## src/design/sbk_consts.svh

```systemverilog
// Constants of the sensor configuration and status register bank.
// Assumes inclusion by bare name from the design files.
`ifndef SBK_CONSTS_SVH
`define SBK_CONSTS_SVH

// ****************************************
// Register offsets
// ****************************************
`define SBK_ADDR_CONFIG   7'h11
`define SBK_ADDR_ACTIVITY 7'h2e
`define SBK_ADDR_RESET    7'h3a
`define SBK_ADDR_INV_REV  7'h3e
`define SBK_ADDR_INV_PART 7'h3f
`define SBK_ADDR_BURST    7'h42

// ****************************************
// Reset values and keys
// ****************************************
`define SBK_CONFIG_RESET  8'h03
`define SBK_RESET_KEY     8'h5a
`define SBK_ACT_SET       4'hf
`define SBK_ACT_CLEAR     4'h0

// ****************************************
// Field positions
// ****************************************
`define SBK_CFG_RES_BIT   7
`define SBK_CFG_SLEEP_MSB 5
`define SBK_CFG_SLEEP_LSB 4

// ****************************************
// Burst sequence counts
// ****************************************
`define SBK_BURST_LAST    3'd6
`define SBK_BURST_CLEAR   3'd2

`endif

```

## src/design/sbk_pkg.sv

```systemverilog
// Types shared by the register bank and its helper modules.
// Assumes nothing beyond a SystemVerilog compiler.
package sbk_pkg;
    // Byte on the register port
    typedef logic [7:0] sbk_byte_t;
    // Register address on the register port
    typedef logic [6:0] sbk_addr_t;
    // Power states, Gray along run and the three sleep levels
    typedef enum logic [1:0] {
        SBK_RUN  = 2'b00,
        SBK_LVL1 = 2'b01,
        SBK_LVL2 = 2'b11,
        SBK_LVL3 = 2'b10
    } sbk_pwr_t;
endpackage : sbk_pkg

```

## src/design/sbk_core_if.sv

```systemverilog
// Carrier between the register bank top and its power and burst helpers.
// Assumes all parties run on the same clock.
`timescale 1ns/10ps
interface sbk_core_if;
    import sbk_pkg::*;
    logic [1:0] forced_level; // Forced sleep level from config
    logic [1:0] auto_level;   // Level asked by automatic power logic
    sbk_pwr_t   state;        // Current power state
    logic [1:0] mode;         // Current mode code for readback
    logic       soft_rst;     // Key-triggered chip reset
    logic       start;        // Burst read begins
    logic       step;         // Next burst byte requested
    logic       stop;         // Burst ends early
    logic       active;       // Burst in progress
    logic [2:0] idx;          // Index of the last burst byte given
    logic       clear;        // Pulse: clear accumulated motion
    modport pwr (input forced_level, auto_level, soft_rst, output state, mode);
    modport burst (input start, step, stop, soft_rst, output active, idx, clear);
    modport top (output forced_level, auto_level, soft_rst, start, step, stop,
                 input state, mode, active, idx, clear);
endinterface : sbk_core_if

```

## src/design/sbk_burst_seq.sv

```systemverilog
// Burst read sequencer: walks the seven burst bytes and clears motion.
// Assumes the top gates step with no register read in the same cycle.
`timescale 1ns/10ps
`include "sbk_consts.svh"
module sbk_burst_seq (
    input wire logic clk,
    input wire logic resetn,
    input wire logic ce,
    sbk_core_if.burst bus
);
    import sbk_pkg::*;

    logic [2:0] next_idx; // Index of the byte the step delivers
    logic       take;     // A step accepted during a burst

    always_comb begin
        next_idx = 3'(bus.idx + 3'd1);
        take     = bus.step && bus.active;
    end

    // ****************************************
    // Sequence position
    // ****************************************
    // Ends on stop or after the last byte; a new start restarts it
    always_ff @(posedge clk) begin
        if (!resetn) begin
            bus.active <= 1'b0;
            bus.idx    <= 3'd0;
        end else if (ce) begin
            if (bus.soft_rst) begin
                bus.active <= 1'b0;
                bus.idx    <= 3'd0;
            end else if (bus.start) begin
                bus.active <= 1'b1;
                bus.idx    <= 3'd0;
            end else if (bus.stop) begin
                bus.active <= 1'b0;
            end else if (take) begin
                bus.idx <= next_idx;
                if (next_idx == `SBK_BURST_LAST) begin
                    bus.active <= 1'b0;
                end
            end
        end
    end

    // ****************************************
    // Motion clear
    // ****************************************
    // Short bursts leave motion intact, so hosts must take three bytes
    always_ff @(posedge clk) begin
        if (!resetn) begin
            bus.clear <= 1'b0;
        end else if (ce) begin
            bus.clear <= take && !bus.soft_rst && !bus.start
                         && !bus.stop && next_idx == `SBK_BURST_CLEAR;
        end
    end
endmodule : sbk_burst_seq

```

## src/design/sbk_power_ctl.sv

```systemverilog
// Power state holder: forced sleep level overrides automatic management.
// Assumes auto_level comes from the automatic power manager.
`timescale 1ns/10ps
`include "sbk_consts.svh"
module sbk_power_ctl (
    input wire logic clk,
    input wire logic resetn,
    input wire logic ce,
    sbk_core_if.pwr  bus
);
    import sbk_pkg::*;

    // ****************************************
    // Level selection
    // ****************************************
    logic [1:0] next_level; // Level the chip must sit in next
    sbk_pwr_t   next_state; // Matching Gray state

    // A nonzero forced level wins; automatic control is then ignored
    always_comb begin
        next_level = (bus.forced_level != 2'b00) ? bus.forced_level
                                                 : bus.auto_level;
        unique case (next_level)
            2'b00: next_state = SBK_RUN;
            2'b01: next_state = SBK_LVL1;
            2'b10: next_state = SBK_LVL2;
            2'b11: next_state = SBK_LVL3;
        endcase
    end

    // State and its mode code move together so readback never tears
    always_ff @(posedge clk) begin
        if (!resetn) begin
            bus.state <= SBK_RUN;
            bus.mode  <= 2'b00;
        end else if (ce) begin
            if (bus.soft_rst) begin
                bus.state <= SBK_RUN;
                bus.mode  <= 2'b00;
            end else begin
                bus.state <= next_state;
                bus.mode  <= next_level;
            end
        end
    end
endmodule : sbk_power_ctl

```

## src/design/sbk_regs.sv

```systemverilog
// Sensor configuration and status register bank, top level.
// Assumes a serial port front end gives one-cycle read/write strobes.
//
// Functional notes
// - Config register at 0x11, resets to 0x03
// - Sleep field picks run or sleep level
// - Nonzero sleep field overrides automatic power control
// - Config bit 7 selects 500 or 1000
// - Each frame sets four activity bits
// - Any activity register write clears activity bits, unless a frame lands in the same cycle
// - Activity register top bits show power mode
// - Key 0x5a at 0x3a resets all settings
// - Address 0x3e reads inverted revision code
// - Address 0x3f reads inverted part code
// - Read 0x42 starts seven-byte burst sequence
// - Third burst byte read clears motion data
`timescale 1ns/10ps
`include "sbk_consts.svh"
module sbk_regs #(
    // Arbitrary identification values, not tied to any real part
    parameter sbk_pkg::sbk_byte_t REV_ID  = 8'h15,
    parameter sbk_pkg::sbk_byte_t PART_ID = 8'h2a
) (
    input  wire logic               clk,
    input  wire logic               resetn,
    input  wire logic               ce,
    input  wire sbk_pkg::sbk_addr_t reg_addr,
    input  wire sbk_pkg::sbk_byte_t reg_wdata,
    input  wire logic               reg_wr,
    input  wire logic               reg_rd,
    input  wire logic               burst_next,
    input  wire logic               burst_end,
    input  wire logic               frame_done,
    input  wire logic [1:0]         auto_level,
    input  wire sbk_pkg::sbk_byte_t motion_status,
    input  wire sbk_pkg::sbk_byte_t delta_y,
    input  wire sbk_pkg::sbk_byte_t delta_x,
    input  wire sbk_pkg::sbk_byte_t squal,
    input  wire sbk_pkg::sbk_byte_t shutter_upper,
    input  wire sbk_pkg::sbk_byte_t shutter_lower,
    input  wire sbk_pkg::sbk_byte_t max_pixel,
    output sbk_pkg::sbk_byte_t      rd_data,
    output logic                    rd_valid,
    output logic                    res_1000,
    output logic [1:0]              power_mode,
    output logic                    motion_clear,
    output logic                    chip_reset
);
    import sbk_pkg::*;

    // ****************************************
    // Storage and decode
    // ****************************************
    sbk_core_if ifc ();              // Link to the helpers
    sbk_byte_t  sensor_config;       // Resolution and sleep level
    logic [3:0] frame_activity_bits; // Set by frames, cleared by writes
    logic       wr_config;           // Write to the config register
    logic       wr_activity;         // Write to the activity register
    logic       key_hit;             // Correct reset key written
    logic       burst_take;          // Burst byte handed out this cycle
    sbk_byte_t  next_data;           // Read data to register
    logic       next_valid;          // Read answer to register

    // Address decode; reserved addresses match nothing and are dropped
    always_comb begin
        wr_config   = reg_wr && reg_addr == `SBK_ADDR_CONFIG;
        wr_activity = reg_wr && reg_addr == `SBK_ADDR_ACTIVITY;
        key_hit     = reg_wr && reg_addr == `SBK_ADDR_RESET
                      && reg_wdata == `SBK_RESET_KEY;
        burst_take  = burst_next && !reg_rd && ifc.active;
    end

    // ****************************************
    // Helper wiring
    // ****************************************
    assign ifc.forced_level = sensor_config[`SBK_CFG_SLEEP_MSB:`SBK_CFG_SLEEP_LSB];
    assign ifc.auto_level   = auto_level;
    assign ifc.soft_rst     = chip_reset;
    // Register reads win over burst steps in the same cycle
    assign ifc.start        = reg_rd && reg_addr == `SBK_ADDR_BURST;
    assign ifc.step         = burst_next && !reg_rd;
    assign ifc.stop         = burst_end && !ifc.start;
    // Both outputs are flip-flops inside the helpers
    assign power_mode       = ifc.mode;
    assign motion_clear     = ifc.clear;

    // Power state holder
    sbk_power_ctl u_pwr (
        .clk    (clk),
        .resetn (resetn),
        .ce     (ce),
        .bus    (ifc.pwr)
    );

    // Burst sequencer
    sbk_burst_seq u_burst (
        .clk    (clk),
        .resetn (resetn),
        .ce     (ce),
        .bus    (ifc.burst)
    );

    // ****************************************
    // Configuration register
    // ****************************************
    // Reset key returns it to default one cycle after the chip_reset pulse, two after the key write
    always_ff @(posedge clk) begin
        if (!resetn) begin
            sensor_config <= `SBK_CONFIG_RESET;
        end else if (ce) begin
            if (chip_reset) begin
                sensor_config <= `SBK_CONFIG_RESET;
            end else if (wr_config) begin
                sensor_config <= reg_wdata;
            end
        end
    end

    // Resolution select is the top config bit, itself a flip-flop
    assign res_1000 = sensor_config[`SBK_CFG_RES_BIT];

    // ****************************************
    // Frame activity bits
    // ****************************************
    // A frame in the same cycle as a clearing write wins, so no frame is lost
    always_ff @(posedge clk) begin
        if (!resetn) begin
            frame_activity_bits <= `SBK_ACT_CLEAR;
        end else if (ce) begin
            if (chip_reset) begin
                frame_activity_bits <= `SBK_ACT_CLEAR;
            end else if (frame_done) begin
                frame_activity_bits <= `SBK_ACT_SET;
            end else if (wr_activity) begin
                frame_activity_bits <= `SBK_ACT_CLEAR;
            end
        end
    end

    // ****************************************
    // Soft reset
    // ****************************************
    // One-cycle pulse; any other value at this address is ignored
    always_ff @(posedge clk) begin
        if (!resetn) begin
            chip_reset <= 1'b0;
        end else if (ce) begin
            chip_reset <= key_hit;
        end
    end

    // ****************************************
    // Read path
    // ****************************************
    // Burst byte by position in the sequence
    function automatic sbk_byte_t pick_byte(input logic [2:0] i);
        case (i)
            3'd0:    pick_byte = motion_status;
            3'd1:    pick_byte = delta_y;
            3'd2:    pick_byte = delta_x;
            3'd3:    pick_byte = squal;
            3'd4:    pick_byte = shutter_upper;
            3'd5:    pick_byte = shutter_lower;
            default: pick_byte = max_pixel;
        endcase
    endfunction : pick_byte

    // Answer mux; write-only and reserved addresses read as zero
    always_comb begin
        next_valid = 1'b0;
        next_data  = 8'h00;
        if (reg_rd) begin
            next_valid = 1'b1;
            case (reg_addr)
                `SBK_ADDR_CONFIG:   next_data = sensor_config;
                `SBK_ADDR_ACTIVITY: next_data = {ifc.mode, 2'b00,
                                                 frame_activity_bits};
                `SBK_ADDR_INV_REV:  next_data = ~REV_ID;
                `SBK_ADDR_INV_PART: next_data = ~PART_ID;
                `SBK_ADDR_BURST:    next_data = pick_byte(3'd0);
                default:            next_data = 8'h00;
            endcase
        end else if (burst_take) begin
            next_valid = 1'b1;
            next_data  = pick_byte(3'(ifc.idx + 3'd1));
        end
    end

    // Answers are registered so the port sees clean flip-flop outputs
    always_ff @(posedge clk) begin
        if (!resetn) begin
            rd_data  <= 8'h00;
            rd_valid <= 1'b0;
        end else if (ce) begin
            rd_data  <= next_data;
            rd_valid <= next_valid;
        end
    end
endmodule : sbk_regs

```

## config.mk

```make
export PLATFORM = sky130hd
export DESIGN_NAME = sbk_regs
export DESIGN_NICKNAME = d
export VERILOG_FILES = /design/src/design/sbk_pkg.sv /design/src/design/sbk_core_if.sv /design/src/design/sbk_burst_seq.sv /design/src/design/sbk_power_ctl.sv /design/src/design/sbk_regs.sv
export VERILOG_INCLUDE_DIRS = /design/src /design/src/design
export SDC_FILE = /design/constraint.sdc
export NUM_CORES = 1
export LEC_CHECK = 0
export ABC_AREA = 0
export BUFFER_PORTS_ARGS = -buffer_cell sky130_fd_sc_hd__buf_2
export CAP_MARGIN = 20
export CORE_ASPECT_RATIO = 0.9
export CORE_MARGIN = 2
export CORE_UTILIZATION = 50
export CTS_CLUSTER_DIAMETER = 40
export CTS_CLUSTER_SIZE = 40
export DETAILED_ROUTE_END_ITERATION = 6
export PLACE_DENSITY = 0.95
export SYNTH_ARGS = -nofsm -noshare
export SYNTH_HDL_FRONTEND = slang
export SYNTH_SLANG_ARGS = --single-unit
```

## constraint.sdc

```tcl
create_clock -name clk -period 4.6 [get_ports clk]
set_input_delay 0.46 -clock clk [delete_from_list [all_inputs] [get_ports clk]]
set_output_delay 0.46 -clock clk [all_outputs]
set_load 0.05 [all_outputs]
```

### Yosys cells after proc, flatten, opt, wreduce, memory -nomap -nowiden

Index checks and enable logic that the tools add are counted.

* bits in registers: 29
* latch bits: 0
* memory bits (writable): 0
* ROM bits: 0
* input bits: 81
* output and inout port bits: 14
* word-level logic and storage cells: 73
* memories kept: 0

* add/sub/neg operators: 1
* multipliers: 0
* divide/modulo/power cells: 0
* order comparisons: 0
* equality and inequality tests: 14
* shift-type cells: 0
* muxes and demuxes: 22
* bitwise logic cells: 0
* reduce and logical (&&, ||, !) cells: 27

Operator list (count)
* 8-bit case mux with 6 select lines: 1
* 8-bit case mux with 5 select lines: 1
* 8-bit 2-to-1 mux: 4
* 7-bit by 6-bit == test with 1-bit output, second input constant: 4
* 1-bit logical AND: 12
* 3-bit 2-to-1 mux: 4
* 4-bit 2-to-1 mux: 3
* 3-bit == test, second input constant: 3
* 8-bit by 7-bit == test with 1-bit output, second input constant: 1
* 4-bit nonzero test: 2
* 7-bit by 5-bit == test with 1-bit output, second input constant: 1
* 7-bit == test, second input constant: 1
* 1-bit 2-to-1 mux: 7
* 3-bit by 2-bit == test with 1-bit output, second input constant: 2
* 3-bit AND reduction: 2
* 3-bit nonzero test: 2
* 1-bit logical NOT: 4
* 2-bit 2-to-1 mux: 2
* 2-bit AND reduction: 2
* 2-bit nonzero test: 2
* 3-bit by 1-bit adder with 3-bit output, second input constant: 1
* 3-bit by 1-bit == test with 1-bit output, second input constant: 1
* 3-bit logical NOT: 1
* 3-bit by 2-bit != test with 1-bit output, second input constant: 1

### Logic depth before layout (Yosys ltp)

Gate-level depths: netlist of run 1.

* depth in word-level cells: 7
* mapped depth: 8
* mapped depth without buffers: 7

### By module

From an unflattened synthesis of run 1, not the netlist that was laid out.

* cell total of the unflattened synthesis: 266
* area, all modules: 2105.8 um^2

By module, submodules not included
* sbk_regs: times used 1, cells an instance 216, area an instance 1647.8 um^2, seq. area each 380.4 um^2
* sbk_burst_seq: times used 1, cells an instance 31, area an instance 294.0 um^2, seq. area each 100.1 um^2
* sbk_power_ctl: times used 1, cells an instance 19, area an instance 163.9 um^2, seq. area each 60.1 um^2

### Worst setup path after synthesis of run 1

Ideal clock, no wire load.

* path type: register to register
* from: register u_burst.bus.idx[0]
* to: register rd_data[7]
* setup time: 0.061 ns
* arrival: 1.864 ns
* data required time: 4.539 ns
* setup slack: 2.675 ns
* stages on the path, launching flop included: 9
* path buffers: 1
* period minus slack after synthesis: 1.925 ns
* path through: dfxtp_1 -> inv_1 -> ha_1 -> buf_2 -> or2_2 -> a211oi_4 -> a22oi_1 -> a21oi_1 -> a221o_1

* word-level cells in the longest chain between the ends: 5
* elaborated cells between the ends (all ways): 10
* classes of those cells: add/sub (1); eq/ne (5); mux (3); reduce/logical (1)

RTL lines
* start: declaration: RTL line sbk_core_if.sv:18 `modport burst (input start, step, stop, soft_rst, output active, idx, clear);`
* start signal: assignment: RTL line sbk_burst_seq.sv:39 `bus.idx <= next_idx;`
* 3-bit by 1-bit adder with 3-bit output *: RTL line sbk_regs.sv:185 `next_data = pick_byte(3'(ifc.idx + 3'd1));`
* 3-bit == test (tied with other cells): RTL line sbk_regs.sv:157 `case (i)`
* 8-bit case mux with 6 select lines *: RTL line sbk_regs.sv:157
* 8-bit 2-to-1 mux *: RTL line sbk_regs.sv:183 `end else if (burst_take) begin`
* 8-bit 2-to-1 mux *: RTL line sbk_regs.sv:172 `if (reg_rd) begin`
* end signal: assignment: RTL line sbk_regs.sv:195 `rd_data <= next_data;`
* end: declaration: RTL line sbk_regs.sv:42 `output sbk_pkg::sbk_byte_t rd_data,`

Mark *: on every way between the ends. The rest lies on a longest branch, timed or not.
A chain may end at the register's enable or synchronous reset.

### Worst setup path after layout of run 1

* from: register u_burst.bus.idx[0]
* to: register rd_data[2]

The elaborated chain is that of the path after synthesis.

==> results of run 1 <==
final cells by class:
cell class / instances / area share
clock buffer: 3 / 0.0168
clock inverter: 1 / 0.0122
inverter: 6 / 0.00918
multi-input combinational: 174 / 0.530
sequential: 26 / 0.212
tap: 46 / 0.0235
timing repair buffer: 95 / 0.196
registers in the layout (all words and copies together) (netlist names):
name,cells
rd_valid,1
u_burst.bus.idx,3
sensor_config,8
chip_reset,1
u_burst.bus.clear,1
rd_data,8
u_pwr.bus.mode,2
u_burst.bus.active,1
frame_activity_bits,1
Yosys cell counts (4+ instances only):
master | n | area [sq um]
nor2b_1 | 11 | 68.8
nand2_1 | 18 | 67.6
ha_1 | 5 | 62.6
nand2b_1 | 4 | 25.0
mux2_4 | 4 | 60.1
o21ai_0 | 5 | 25.0
a31oi_1 | 4 | 25.0
a21oi_1 | 12 | 60.1
nand3_1 | 13 | 65.1
inv_1 | 6 | 22.5
a22oi_1 | 17 | 128
a221oi_1 | 4 | 35.0
a221o_1 | 5 | 50.1
clkbuf_1 | 7 | 26.3
a22o_1 | 6 | 52.6
dfxtp_1 | 26 | 521
nor2_1 | 7 | 26.3
buf_2 | 4 | 20.0
mux2_2 | 6 | 67.6
kinds of logic (layout without fill, tap and decap cells):
logic type      after synthesis  in the layout  share of synthesized area
compound gates               77             77                      0.324
xor+xnor                      2              2                    0.00909
fa+ha+maj                     5              5                     0.0325
buf+inv                      22            105                     0.0591
flops                        26             26                      0.270
mux                          12             12                     0.0766
simple gates                 78             78                      0.229
through the flow:
step / hold slack, ns / area [sq um] / utilization / setup WS (ns) / cells
after global placement: 0.448 / 2370 / 0.640 / 2.10 / 346
final: 0.430 / 2450 / 0.662 / 2.41 / 351
after floorplan: 0.454 / 1930 / - / 2.68 / 222
after CTS: 0.429 / 2440 / 0.659 / 1.96 / 350
after detailed placement: 0.454 / 2370 / 0.640 / 2.00 / 346
after global routing: 0.423 / 2450 / 0.662 / 2.25 / 351
worst register-to-register path, cell delays in order, from the launching register on:
cell and delay, ns:
dfxtp_1 0.35, ha_1 0.28, xnor2_2 0.28, buf_6 0.25, mux2_2 0.37, a22oi_1 0.19, a21oi_1 0.11, a221o_1 0.26
path summary, 6_finish.rpt:
check / endpoint / slack, ns / cells past startpoint
min reg2reg: rd_data[3] / 0.48 / 2
min: sensor_config[0] / 0.43 / 3
max reg2reg: rd_data[2] / 2.41 / 7
max: rd_data[2] / 2.41 / 7
power by group:
part / internal [mW] / switching (mW) / leakage, nW
registers: 0.229 / 0.00245 / 0.211
logic: 0.0459 / 0.0497 / 0.860
clock network: 0.117 / 0.0749 / 0.0357
layer usage:
| metal | up-vias | track usage | routed length, um |
|---|---|---|---|
| li1 | 1028 | - | - |
| met2 | 143 | 0.470 | 3020 |
| met4 | 0 | 0.0833 | 156 |
| met3 | 22 | 0.0452 | 543 |
| met1 | 1059 | 0.334 | 2370 |
| met5 | - | 0 | 0 |
==> impl_metrics.csv, run 1 <==
group,metric,value,unit
status,run_status,"finished clean",
clock_network,cts_hold_buf,0,
sta,worst_pin_slew,0.594,ns
clock_network,insertion_delay,0.27,ns
detailed_routing,wl_per_cell,17.3,um
synthesis,synth_edf_count,0,
floorplan,core,3700,sq um
critical_path,crit_path_start,"u_burst.bus.idx[0]",
cells_and_area,fill_cells,300,
critical_path,r2r_start,"u_burst.bus.idx[0]",
critical_path,start_kind,"flip-flop",
sta,fin_crit,2.19,ns
placed_design,gp_congestion,0.911,
floorplan,ioPinCount,95,
synthesis,syn_area_per_cell,8.68,sq um
synthesis,synth_area,1930,sq um
sta,setup_viol,0,
power,powerDensity,211,nW/um^2
placed_design,port_buffers,94,
sta,max_slew_margin,0.603,
critical_path,worstPathCellList,"ha_1, xnor2_2, buf_6, mux2_2, a22oi_1, a21oi_1, a221o_1",
power,vdd_drop_max,0.152,mV
critical_path,cp-end-kind,"flip-flop",
detailed_routing,drcViolationCount,0,
clock_network,h-tree-depth,1,
sta,fmax,457,MHz
synthesis,synth.distinct_cells,56,
critical_path,path_buf_inv,1,
global_routing,track_usage,0.268,
cells_and_area,final_common_cell,"buf_2",
critical_path,path_max_fanout,18,
clock_network,cts_tree,"built",
critical_path,path_delay_family,"compound AO/OA/AOI/OAI gates",
detailed_routing,ant_nets,0,
cells_and_area,fin_nets,392,
global_routing,grt-ovfl-total,0,
cells_and_area,area.sequential,520,sq um
worst_hold_path,holdCritPathClass,"input port to flip-flop",
cells_and_area,most-common-layout-cells,"buf_2 (94), dfxtp_1 (26), nand2_1 (18)",
floorplan,die_area,4370,sq um
cells_and_area,drive_gt1_frac,0.393,
clock_network,cts_made_buffers,3,
job,maxCapViolations,0,
detailed_routing,vias_per_cell,6.42,
cells_and_area,multi_input_area,1300,sq um
sta,post-route-period-util,0.476,
synthesis,synth_cells,222,
detailed_routing,vias,2252,
global_routing,grt_max_degree,23,
floorplan,start_util,0.520,
synthesis,ys_seq_area_frac,0.270,
detailed_routing,drt_iter0_drc,224,
global_routing,grt_pass1_vias,2064,
synthesis,yosysWarningCount,0,
synthesis,synthFlopType,"dfxtp_1",
synthesis,async_flop_share,0,
clock_network,clock_sinks,26,
critical_path,critPathSlowestCell,"mux2_2",
floorplan,row_count,21,
sta,skew,0.00222,ns
global_routing,grt_antenna_before_repair,0,
power,total_power,0.518,mW
worst_hold_path,min_from,"reg_wdata[0]",
critical_path,path_class,"flip-flop to flip-flop",
clock_network,clockBufferDepth,2,
sta,slew_viol_final,0,
cells_and_area,num_antenna_cells,0,
placed_design,post-dp-hpwl,4620,um
critical_path,critPathArrivalTime,2.36,ns
cells_and_area,area_growth,27.3,%
synthesis,synth_nets,308,
detailed_routing,wirelength,6090,um
synthesis,synth-seq-cells,26,
clock_network,cts_setup_buffers,0,
floorplan,die_y,62.9,um
sta,grt_setup_unrepaired,"no",
power,leakage,1.11,nW
global_routing,grt_pass1_wl,9550,um
detailed_routing,dr.pass1.iters,5,
critical_path,cpPeakStageDelay,0.37,ns
sta,fin_setup_tns,0,ns
sta,hold_viol,0,
clock_network,path_clk_slew,0.09,ns
clock_network,cts_resized,0,
clock_network,cts-root-buf,"clkbuf_8",
critical_path,crit_required,4.77,ns
floorplan,die_w,69.4,um
Note: power is estimated with default switching activity, not from simulation.
==> run 2: changes to the inputs <==
- ABC_AREA: 0 -> 1
- CORE_UTILIZATION: 50 -> 48
- PLACE_DENSITY: 0.95 -> 0.91
- clock period: 4.6 -> 2.2 ns (I/O delays scaled with it)
==> impl_metrics.csv, run 2 <==
group,metric,value,unit
status,run_status,"finished clean",
floorplan,die_w,73.7,um
cells_and_area,design_area,2640,sq um
sta,fin_setup_tns,0,ns
detailed_routing,wl_per_cell,13.4,um
synthesis,yosys.area_share.xor_xnor,0,
synthesis,yosys.area_share.simple,0.493,
cells_and_area,top_regs,"rd_data x8, sensor_config x8, u_burst.bus.idx x3",
critical_path,path_max_fanout,20,
synthesis,yosysWarningCount,0,
detailed_routing,wirelength,6630,um
critical_path,regToRegEndpoint,"rd_data[7]",
placed_design,post-dp-hpwl,5360,um
global_routing,grt_pass1_vias,2437,
power,power_frac_seq,0.443,
floorplan,start_util,0.508,
cells_and_area,fill_cells,405,
placed_design,gp_congestion,0.948,
synthesis,synth_compound_area_frac,0.121,
sta,slew_viol_final,0,
placed_design,port_buffers,94,
clock_network,cts-root-buf,"clkbuf_8",
critical_path,r2r_start,"u_burst.bus.idx[1]",
power,powerDensity,419,nW/um^2
synthesis,syn_area_per_cell,5.91,sq um
worst_hold_path,min_from,"reg_wdata[0]",
critical_path,start_kind,"flip-flop",
synthesis,yosysMostFrequentCell,"nand2_1",
floorplan,core,4130,sq um
sta,setup_viol,0,
global_routing,grt_antenna_before_repair,0,
clock_network,cts_resized,0,
power,power_switching,0.295,mW
synthesis,synthTopCellsByArea,"dfxtp_1 (25%), nand2_1 (20%), nand3_1 (15%), inv_1 (6.1%), nor2_1 (6.1%)",
critical_path,path_class,"flip-flop to flip-flop",
power,vdd_drop_max,0.335,mV
global_routing,track_usage,0.274,
sta,fmax,508,MHz
cells_and_area,fin_util,0.640,
power,switching_share,0.267,
detailed_routing,ant_nets,0,
clock_network,clock_sinks,26,
worst_hold_path,min_to,"sensor_config[0]",
cells_and_area,num_antenna_cells,0,
detailed_routing,vias,2685,
detailed_routing,dr.pass1.iters,5,
sta,grt_setup_unrepaired,"no",
global_routing,grt_pass1_wl,10700,um
synthesis,synth.distinct_cells,31,
critical_path,critPathArrivalTime,2.17,ns
synthesis,synthMuxAreaShare,0,
clock_network,cts_made_buffers,3,
critical_path,reg2reg_setup_slack,0.23,ns
power,p_clk_frac,0.358,
clock_network,cts_hold_buf,0,
clock_network,h-tree-depth,1,
power,comb_power_share,0.200,
detailed_routing,drt_iter0_drc,223,
clock_network,insertion_delay,0.27,ns
synthesis,synthAdderAreaFrac,0.0298,
sta,worst_pin_slew,0.534,ns
clock_network,clockBufferDepth,2,
power,total_power,1.11,mW
synthesis,synth-seq-cells,26,
critical_path,crit_required,2.41,ns
power,power.internal,0.811,mW
synthesis,async_flop_share,0,
synthesis,synth_nets,441,
global_routing,grt-ovfl-total,0,
synthesis,synth_area,2100,sq um
worst_hold_path,worstHoldPathCells,3,
sta,post-route-period-util,0.894,
global_routing,grt_max_degree,21,
power,leakage,1.38,nW
floorplan,row_count,22,
synthesis,ys_top_cells_by_count,"nand2_1 (109), nand3_1 (61), inv_1 (34), nor2_1 (34), dfxtp_1 (26)",
synthesis,synth_top_area_share,0.248,
sta,skew,0.00780,ns
sta,whs,0.196,ns
job,maxCapViolations,0,
synthesis,synth_edf_count,0,
floorplan,die_area,4910,sq um
clock_network,cts_tree,"built",
cells_and_area,final_common_cell,"nand2_1",
synthesis,yosysTopAreaCell,"dfxtp_1",
critical_path,cp-end-kind,"flip-flop",
synthesis,synth_top_family_by_area,"simple AND/OR/NAND/NOR gates",
cells_and_area,area_growth,26.0,%
synthesis,synthFlopType,"dfxtp_1",
sta,hold_viol,0,
detailed_routing,vias_per_cell,5.45,
clock_network,cts_setup_buffers,0,
cells_and_area,drive_gt1_frac,0.263,
detailed_routing,drcViolationCount,0,
sta,max_slew_margin,0.643,
synthesis,synth_cells,355,
worst_hold_path,holdCritPathClass,"input port to flip-flop",
clock_network,path_clk_slew,0.09,ns
cells_and_area,most-common-layout-cells,"nand2_1 (109), buf_2 (94), nand3_1 (61)",
cells_and_area,fin_nets,532,
placed_design,post_dp_cell_area,2570,sq um
critical_path,reg2reg_depth,11,
sta,fin_crit,1.97,ns
synthesis,ys_seq_area_frac,0.248,
floorplan,die_y,66.7,um
floorplan,ioPinCount,95,
[run 2: changes by cell type after synthesis, sizes merged, moves of 11 or more]
cell	before	now
nand2	18	111
inv	6	36
a21oi	13	26
a22oi	17	1
nand3	13	61
nor2b	11	0
nor2	7	41
[run 2: critical path: stages (launching register included)]
cell,delay [ns]
dfxtp_1,0.42
ha_1,0.21
inv_1,0.06
nand2_1,0.07
nand2_2,0.28
nor2_2,0.37
nand2_1,0.09
nand2_1,0.06
inv_1,0.04
nand3_1,0.10
nand2_1,0.06
a21oi_1,0.13
[run 2: through the flow]
stage / setup WS, ns / instances
6_report: 0.232 / 493
3_5_place_dp: 0.319 / 489
5_1_grt: 0.00678 / 493
2_1_floorplan: 0.651 / 355
4_1_cts: 0.286 / 493
3_3_place_gp: 0.394 / 489
[run 2: power by group through the flow]
stage | clock network (mW) | registers, mW | logic, mW
floorplan | 0 | 0.535 | 0.0716
global placement | 0 | 0.500 | 0.216
detailed placement | 0 | 0.500 | 0.218
CTS | 0.397 | 0.489 | 0.219
global route | 0.412 | 0.491 | 0.241
finish | 0.395 | 0.489 | 0.221
[run 2: worst max-delay path by stage]
stage,startpoint,to,slack (ns),cells after the start
floorplan,u_burst.bus.idx[0],rd_data[0],0.65,8
CTS,u_burst.bus.idx[1],rd_data[3],0.29,11
finish,u_burst.bus.idx[1],rd_data[7],0.23,11
global placement,u_burst.bus.idx[1],rd_data[7],0.39,11
detailed placement,u_burst.bus.idx[1],rd_data[7],0.32,11
global route,u_burst.bus.idx[1],rd_data[1],0.007,11
[run 2: logic make-up (layout without fill, tap and decap cells)]
kind of cell / count (synthesis) / count (layout)
flip-flops: 26 / 26
AO/OA/AOI/OAI: 45 / 45
buffers and inverters: 50 / 140
AND/OR/NAND/NOR: 229 / 229
adder cells (fa/ha/maj): 5 / 5
[run 2: layout make-up]
cell class | count | area [sq um] | share of cell area
tap | 48 | 60.1 | 0.0227
clock inverter | 1 | 30.0 | 0.0114
clock buffer | 3 | 41.3 | 0.0156
timing repair buffer | 97 | 493 | 0.187
inverter | 39 | 146 | 0.0554
multi-input combinational | 279 | 1350 | 0.511
sequential | 26 | 520 | 0.197
[run 2: layer usage]
layer	vias up	track usage	wire length, um
li1	1342	-	-
met1	1183	0.366	2930
met2	137	0.455	2930
met3	23	0.0393	564
met4	0	0.0818	198
met5	-	0	0
